### config.mk
export PLATFORM = sky130hd
export DESIGN_NAME = srs_seq
export DESIGN_NICKNAME = d
export VERILOG_FILES = /design/src/hw/srs_pkg.sv /design/src/hw/srs_seq.sv /design/src/hw/srs_hold_cnt.sv
export SDC_FILE = /design/constraint.sdc
export NUM_CORES = 1
export LEC_CHECK = 0
export ABC_AREA = 1
export BUFFER_PORTS_ARGS = -buffer_cell sky130_fd_sc_hd__buf_2
export CAP_MARGIN = 20
export CORE_MARGIN = 2
export CORE_UTILIZATION = 45
export DETAILED_ROUTE_END_ITERATION = 8
export PLACE_DENSITY = 0.8
export SKIP_LAST_GASP = 1
export SLEW_MARGIN = 40
export SYNTH_ARGS = -nofsm -noshare
export SYNTH_HDL_FRONTEND = slang
export SYNTH_HIERARCHICAL = 1
export SYNTH_SLANG_ARGS = --single-unit
### constraint.sdc
create_clock -name mclk -period 2.6 [get_ports mclk]
set_input_delay 0.13 -clock mclk [delete_from_list [all_inputs] [get_ports mclk]]
set_output_delay 0.13 -clock mclk [all_outputs]
set_load 0.05 [all_outputs]
### src/hw/srs_pkg.sv
// Constants and types shared by the halt-recovery reset sequencer
package srs_pkg;

  // ----------------------------------------------------------------
  // Sequence lengths
  // ----------------------------------------------------------------
  localparam int CNT_W = 7;
  localparam logic [CNT_W-1:0] OSC_HOLD_CYC = 7'h42;  // 66 watchdog-oscillator cycles
  localparam logic [CNT_W-1:0] CLK_HOLD_CYC = 7'h10;  // 16 system-clock cycles

  // ----------------------------------------------------------------
  // Reset vector location and reset values
  // ----------------------------------------------------------------
  localparam logic [15:0] VEC_ADDR_HI = 16'h0002;
  localparam logic [15:0] VEC_ADDR_LO = 16'h0003;
  localparam logic [15:0] VEC_PTR_RST = 16'h0000;
  localparam int GPIO_W = 8;
  localparam logic [GPIO_W-1:0] GPIO_RST = 8'h00;

  // ----------------------------------------------------------------
  // Sequencer states
  // ----------------------------------------------------------------
  typedef enum logic [3:0] {
    SRS_RUN  = 4'h1,
    SRS_HALT = 4'h2,
    SRS_OSCW = 4'h4,
    SRS_CLKW = 4'h8
  } srs_state_t;

endpackage : srs_pkg

### src/hw/srs_seq.sv
// Halt-recovery and debugger-initiated reset sequencer
//
// Functional notes
// - Debugger reset request resets everything except the debug unit, like power-on; the code keeps the halt-recovery and watchdog time-out flags.
// - Debugger reset request bit clears itself while its system reset runs.
// - Power-on flag is set once a debugger-requested reset completes.
// - Halted state is entered only on the core's halt instruction.
// - Halt recovery holds reset 66 oscillator cycles, then 16 system clocks.
// - Halt recovery alters only watchdog control flags; other state is kept.
// - After reset the core fetches its vector from bytes 0002H and 0003H.
// - Every halt recovery sets the halt-recovery flag to 1.
// - Watchdog time-out while halted, reset-configured, starts halt recovery.
// - Interrupt-configured watchdog time-out recovers, then requests the watchdog interrupt.
// - Transition on an enabled recovery GPIO pin starts halt recovery.
// - Watchdog time-out while halted sets watchdog time-out and halt-recovery flags.
`timescale 1ns/1ps
`default_nettype none
module srs_seq (
  input wire logic mclk,
  input wire logic rstn,
  input wire logic dbg_rst_req,
  input wire logic halt_exec,
  input wire logic wdt_osc_tick,
  input wire logic wdt_timeout,
  input wire logic wdt_cfg_reset,
  input wire logic [srs_pkg::GPIO_W-1:0] gpio_in,
  input wire logic [srs_pkg::GPIO_W-1:0] gpio_recov_en,
  input wire logic wdctl_flag_clr,
  output logic dbg_rst_bit,
  output logic sys_rst_n,
  output logic core_rst_n,
  output logic halted,
  output logic por_flag,
  output logic halt_recov_flag,
  output logic watchdog_timeout_flag,
  output logic wdt_irq_req,
  output logic vec_fetch,
  output logic [15:0] vec_ptr
);
  import srs_pkg::*;

  // ----------------------------------------------------------------
  // State
  // ----------------------------------------------------------------
  typedef struct packed {
    srs_state_t state;
    logic kind_dbg;
    logic src_wdt_int;
    logic [GPIO_W-1:0] gpio_prev;
    logic dbg_rst_bit;
    logic sys_rst_n;
    logic core_rst_n;
    logic halted;
    logic por_flag;
    logic halt_flag;
    logic wdt_flag;
    logic wdt_irq;
    logic vec_fetch;
    logic [15:0] vec_ptr;
  } srs_st_t;

  srs_st_t st_ff;
  srs_st_t nxt_st;

  logic cnt_load;
  logic [CNT_W-1:0] cnt_val;
  logic cnt_dec;
  logic cnt_zero;
  logic [GPIO_W-1:0] gpio_edge;
  logic set_halt;
  logic set_por;
  logic set_wdt;

  // ----------------------------------------------------------------
  // Recovery source detection
  // ----------------------------------------------------------------
  // Inputs are synchronous, so one previous sample suffices to see an edge
  for (genvar i = 0; i < GPIO_W; i++) begin : g_gpio
    assign gpio_edge[i] = (gpio_in[i] ^ st_ff.gpio_prev[i]) & gpio_recov_en[i];
  end

  // ----------------------------------------------------------------
  // Sequencer
  // ----------------------------------------------------------------
  always_comb begin
    nxt_st = st_ff;
    nxt_st.gpio_prev = gpio_in;
    nxt_st.vec_fetch = 1'b0;
    nxt_st.wdt_irq = 1'b0;
    cnt_load = 1'b0;
    cnt_val = OSC_HOLD_CYC;
    cnt_dec = 1'b0;
    set_halt = 1'b0;
    set_por = 1'b0;
    set_wdt = 1'b0;
    if (dbg_rst_req) begin
      nxt_st.dbg_rst_bit = 1'b1;
    end
    case (st_ff.state)
      SRS_RUN: begin
        if (st_ff.dbg_rst_bit) begin
          nxt_st.state = SRS_OSCW;
          nxt_st.kind_dbg = 1'b1;
          nxt_st.src_wdt_int = 1'b0;
          nxt_st.sys_rst_n = 1'b0;
          nxt_st.core_rst_n = 1'b0;
          cnt_load = 1'b1;
        end else if (halt_exec) begin
          nxt_st.state = SRS_HALT;
          nxt_st.halted = 1'b1;
        end
      end
      SRS_HALT: begin
        if (st_ff.dbg_rst_bit) begin
          nxt_st.state = SRS_OSCW;
          nxt_st.kind_dbg = 1'b1;
          nxt_st.src_wdt_int = 1'b0;
          nxt_st.sys_rst_n = 1'b0;
          nxt_st.core_rst_n = 1'b0;
          nxt_st.halted = 1'b0;
          cnt_load = 1'b1;
        end else if (wdt_timeout || gpio_edge != '0) begin
          nxt_st.state = SRS_OSCW;
          nxt_st.kind_dbg = 1'b0;
          nxt_st.src_wdt_int = wdt_timeout & ~wdt_cfg_reset;
          // Only the core is restarted; register file and peripherals keep state
          nxt_st.core_rst_n = 1'b0;
          nxt_st.halted = 1'b0;
          set_wdt = wdt_timeout;
          cnt_load = 1'b1;
        end
      end
      SRS_OSCW: begin
        if (st_ff.kind_dbg) begin
          nxt_st.dbg_rst_bit = 1'b0;
        end
        cnt_dec = wdt_osc_tick;
        if (cnt_zero) begin
          nxt_st.state = SRS_CLKW;
          cnt_load = 1'b1;
          cnt_val = CLK_HOLD_CYC;
        end
      end
      SRS_CLKW: begin
        cnt_dec = 1'b1;
        if (cnt_zero) begin
          // Both resets drop on the same registered edge
          nxt_st.state = SRS_RUN;
          nxt_st.sys_rst_n = 1'b1;
          nxt_st.core_rst_n = 1'b1;
          nxt_st.vec_fetch = 1'b1;
          nxt_st.vec_ptr = VEC_ADDR_HI;
          nxt_st.wdt_irq = st_ff.src_wdt_int;
          set_por = st_ff.kind_dbg;
          set_halt = ~st_ff.kind_dbg;
        end
      end
      default: begin
        nxt_st.state = SRS_RUN;
      end
    endcase
    // A flag set in the same cycle as a software clear survives
    if (wdctl_flag_clr) begin
      nxt_st.por_flag = 1'b0;
      nxt_st.halt_flag = 1'b0;
      nxt_st.wdt_flag = 1'b0;
    end
    if (set_por) begin
      nxt_st.por_flag = 1'b1;
    end
    if (set_halt) begin
      nxt_st.halt_flag = 1'b1;
    end
    if (set_wdt) begin
      nxt_st.wdt_flag = 1'b1;
    end
  end

  always_ff @(posedge mclk) begin
    if (!rstn) begin
      st_ff.state <= SRS_RUN;
      st_ff.kind_dbg <= 1'b0;
      st_ff.src_wdt_int <= 1'b0;
      st_ff.gpio_prev <= GPIO_RST;
      st_ff.dbg_rst_bit <= 1'b0;
      st_ff.sys_rst_n <= 1'b1;
      st_ff.core_rst_n <= 1'b1;
      st_ff.halted <= 1'b0;
      st_ff.por_flag <= 1'b1;
      st_ff.halt_flag <= 1'b0;
      st_ff.wdt_flag <= 1'b0;
      st_ff.wdt_irq <= 1'b0;
      st_ff.vec_fetch <= 1'b0;
      st_ff.vec_ptr <= VEC_PTR_RST;
    end else begin
      st_ff <= nxt_st;
    end
  end

  // ----------------------------------------------------------------
  // Hold counter
  // ----------------------------------------------------------------
  srs_hold_cnt u_cnt (
    .mclk(mclk),
    .rstn(rstn),
    .load(cnt_load),
    .load_val(cnt_val),
    .dec(cnt_dec),
    .zero(cnt_zero)
  );

  assign dbg_rst_bit = st_ff.dbg_rst_bit;
  assign sys_rst_n = st_ff.sys_rst_n;
  assign core_rst_n = st_ff.core_rst_n;
  assign halted = st_ff.halted;
  assign por_flag = st_ff.por_flag;
  assign halt_recov_flag = st_ff.halt_flag;
  assign watchdog_timeout_flag = st_ff.wdt_flag;
  assign wdt_irq_req = st_ff.wdt_irq;
  assign vec_fetch = st_ff.vec_fetch;
  assign vec_ptr = st_ff.vec_ptr;

endmodule : srs_seq
`default_nettype wire

### src/hw/srs_hold_cnt.sv
// Loadable down counter used for both reset hold phases
`timescale 1ns/1ps
`default_nettype none
module srs_hold_cnt (
  input wire logic mclk,
  input wire logic rstn,
  input wire logic load,
  input wire logic [srs_pkg::CNT_W-1:0] load_val,
  input wire logic dec,
  output logic zero
);
  import srs_pkg::*;

  typedef struct packed {
    logic [CNT_W-1:0] cnt;
  } srs_cnt_st_t;

  srs_cnt_st_t st_ff;
  srs_cnt_st_t nxt_st;

  always_comb begin
    nxt_st = st_ff;
    if (load) begin
      nxt_st.cnt = load_val;
    end else if (dec && st_ff.cnt != '0) begin
      nxt_st.cnt = st_ff.cnt - 7'h01;
    end
  end

  always_ff @(posedge mclk) begin
    if (!rstn) begin
      st_ff <= '0;
    end else begin
      st_ff <= nxt_st;
    end
  end

  assign zero = (st_ff.cnt == '0);

endmodule : srs_hold_cnt
`default_nettype wire

==> impl_results.md <==
* Hold-fix buffers, CTS at 0
* Slowest-stage cell, CP: inv_1
* Non-Filler Instances at 368
* Post-detail-place hpwl at roughly 2.7 mm
* Row count at 22
* CP Data Arrival Time at 2.46 ns
* Vias in the first global route at around 1500
* DR pass1 iterations at 6
* Setup violators final at 0
* CP bufs+invs at 5
* Total grt overflow at 0
* Setup TNS at 0 ns
* Minimum clock period at approximately 2.3 ns
* Final hold slack at around 0.05 ns
* Core area at around 0.0037 mm^2
* Reg clk slew, reported paths at about 0.070 ns
* Clk_lat worst skew at roughly 0.28 ns
* Clock buffer count from CTS at 5
* Largest cells by area after synthesis: dfxtp_1 35%, nand2_1 15%, inv_1 10%
* Crit path max fanout at 16
* Ports at a little under 50
* Final core utilization at a little under three fifths
* Crit-path cells: inv_1 -> ha_1 -> nand2_2 -> nor2_2 -> nand2_4 -> inv_1 -> inv_1 -> nor2_2 -> inv_2 -> nand3_1 -> inv_1 -> nand3_1 -> nor2_1 -> nor2_1
* Vias at between 1500 and 2000
* Inst Count DP at between 300 and 400
* Cell area after synthesis at about 0.0018 mm^2
* Drt via density at between 4 and 5
* Die Y at between 60 and 70 um
* Maximum VDD drop at around 0.6 mV
* Clock tree sinks at 31
* Wl on met1 at between 1.5 and 2 mm
* Area growth from synthesis to layout at 15.3%
* Root buf cell: clkbuf_8
* Commonest non-fill, non-tap cells in the layout: 71 x nand2_1, 49 x inv_1, 40 x nor2_1, 33 x buf_2, 31 x dfxtp_1
* Postcts setup bufs at 0
* Die area at approximately 0.0045 mm^2
* Gate power share at a little under half
* Total power draw at ~2.1 mW
* Area share of the largest cell type after synthesis at between 30% and 40%
* Initial antenna violation count at 0
* Most frequent CP cell: inv_1
* CP required at 2.77 ns
* Flop pwr share at between 30% and 40%
* Gpl congestion at 0.833
* Most common cell after layout, fill and taps aside: nand2_1
* Net Switching at between 0.9 and 1 mW
* Largest net degree at the start of global routing at 22
* Yosys cell types at 26
* Crit path kind: register to register
* Clock H-tree levels at 2
* CTS tree: built
* Hold Vio Cnt, Final at 0
* Avg Synthesized Cell Area at around 6.4 um^2
* Bufs on Longest Clock Path at 2
* Crit share post-route at between 80 and 90%
* Worst hold path type: input pin to register
* Max cap viols at 0
* Starting Density at between 40% and 50%
* Routed length on met3 at 153 um
* Average wire per standard cell at roughly 9.4 um
* Post-synthesis sequential area ratio at between 30% and 40%
* Internal at ~1.2 mW
* Post-route ant nets at 0
* Residual DRC count at 0
* Overall die width at between 60 and 70 um
* Max layer used: met4
* Sw Ratio at 43.4%
* Worst path max stage delay at between 0.3 and 0.4 ns
* I/O Buffers at 33
* Final nets at approximately 340
* CP top delay family: simple AND/OR/NAND/NOR gates
* Total GRT Usage at ~18%
* Leak at between 1 and 1.5 nW
* Final WL at about 3.5 mm
* Layout cells sized above 1 at 20.0%
* Fmax achieved at 0.437 GHz
* Global-route wire length before repair at approximately 6.0 mm
* Register bit count reported by yosys at 31
* Crit start category: register
* RSZ-0062 raised after global routing: false
* Post-synth top area cell: dfxtp_1
* Power per cell area at between 1000 and 1500 mW/mm^2
* Pins Over Slew Limit at 0
* Yosys warns at 6
* Drt initial violations at 57
* Clock Power Share at 22.8%
* Outcome: finished clean
* Cells after Synth at 280
* Number of fill cells at just under 400
* Ant. Diodes at 0
* Post-cts resize count at 0
* CP endpoint kind: register
* Wire length on met2 at 1.72 mm
* Layout Skew at approximately 0.011 ns
[area by class of cell]
| type | instances | area (um^2) | share of cell area [%] |
|---|---|---|---|
| multi-input combinational | 194 | 897 | 43.5 |
| sequential | 31 | 621 | 30.1 |
| inverter | 54 | 204 | 9.88 |
| timing repair buffer | 33 | 165 | 8.00 |
| clock buffer | 6 | 82.6 | 4.00 |
| tap | 48 | 60.1 | 2.91 |
| clock inverter | 2 | 35.0 | 1.70 |
[layer usage]
metal	global-route usage (%)	vias up
met1	20.0	748
li1	-	892
met3	4.56	4
met4	6.89	0
met5	0	-
met2	31.3	36
[synth_stat cells]
cell,number
a21oi_1,6
buf_2,1
buf_4,17
clkbuf_1,1
clkinv_2,1
conb_1,1
dfxtp_1,31
ha_1,1
inv_1,49
inv_2,4
nand2_1,71
nand2_2,2
nand2_4,2
nand3_1,26
nand3_2,2
nand3b_1,1
nand4_1,6
nand4_4,1
nor2_1,40
nor2_2,8
nor3_2,2
o21ai_0,3
o21ai_1,1
o21ai_2,1
o221ai_1,1
o31ai_1,1
[final timing paths]
kind / startpoint / to / slack (ns) / depth (start not counted)
worst max-delay path: u_cnt/st_ff[0]$_SDFFE_PN0P_ / u_cnt/st_ff[6]$_SDFFE_PN0P_ / 0.31 / 14
worst min-delay path: gpio_in[3] / st_ff[28]$_SDFF_PN0_ / 0.05 / 3
worst max register to register: u_cnt/st_ff[0]$_SDFFE_PN0P_ / u_cnt/st_ff[6]$_SDFFE_PN0P_ / 0.31 / 14
worst min register to register: vec_ptr[1]$_SDFFE_PN0P_ / vec_ptr[1]$_SDFFE_PN0P_ / 0.44 / 2
[worst min-delay path, delay by kind of cell]
kind	cells	cell delay [ns]
buffers and inverters	2	0.13
and+or+nand+nor	1	0.04
[per-stage QoR]
step           instance area, um^2  setup slack [ns]
2_1_floorplan                 1860             0.671
3_3_place_gp                  1950             0.466
3_5_place_dp                  1950             0.348
4_1_cts                       2060             0.331
5_1_grt                       2060           0.00865
6_report                      2060             0.312
[power by group through the flow]
stage | registers, mW | clock network (mW) | logic (mW)
2_1_floorplan | 0.734 | 0 | 0.752
3_3_place_gp | 0.668 | 0 | 0.944
3_5_place_dp | 0.670 | 0 | 0.966
4_1_cts | 0.660 | 0.496 | 0.971
5_1_grt | 0.673 | 0.512 | 1.11
6_report | 0.660 | 0.483 | 0.974
[state kept, by name, indices dropped and copies added (netlist names)]
signal and flops:
por_flag 1, sys_rst_n 1, wdt_irq_req 1, core_rst_n 1, vec_fetch 1, vec_ptr 1, watchdog_timeout_flag 1, dbg_rst_bit 1
u_cnt/st_ff 7, st_ff 14, halted 1, halt_recov_flag 1
[cells by family (layout without fill, tap and decap cells)]
group	count (synthesis)	after routing	share of synthesized area, %
fa+ha+maj	1	1	0.699
compound gates	13	13	4.19
other cells	1	19	0.209
flops	31	31	34.7
buf+inv	73	95	19.0
simple gates	161	161	41.2
Note: power is estimated with default switching activity, not from simulation.
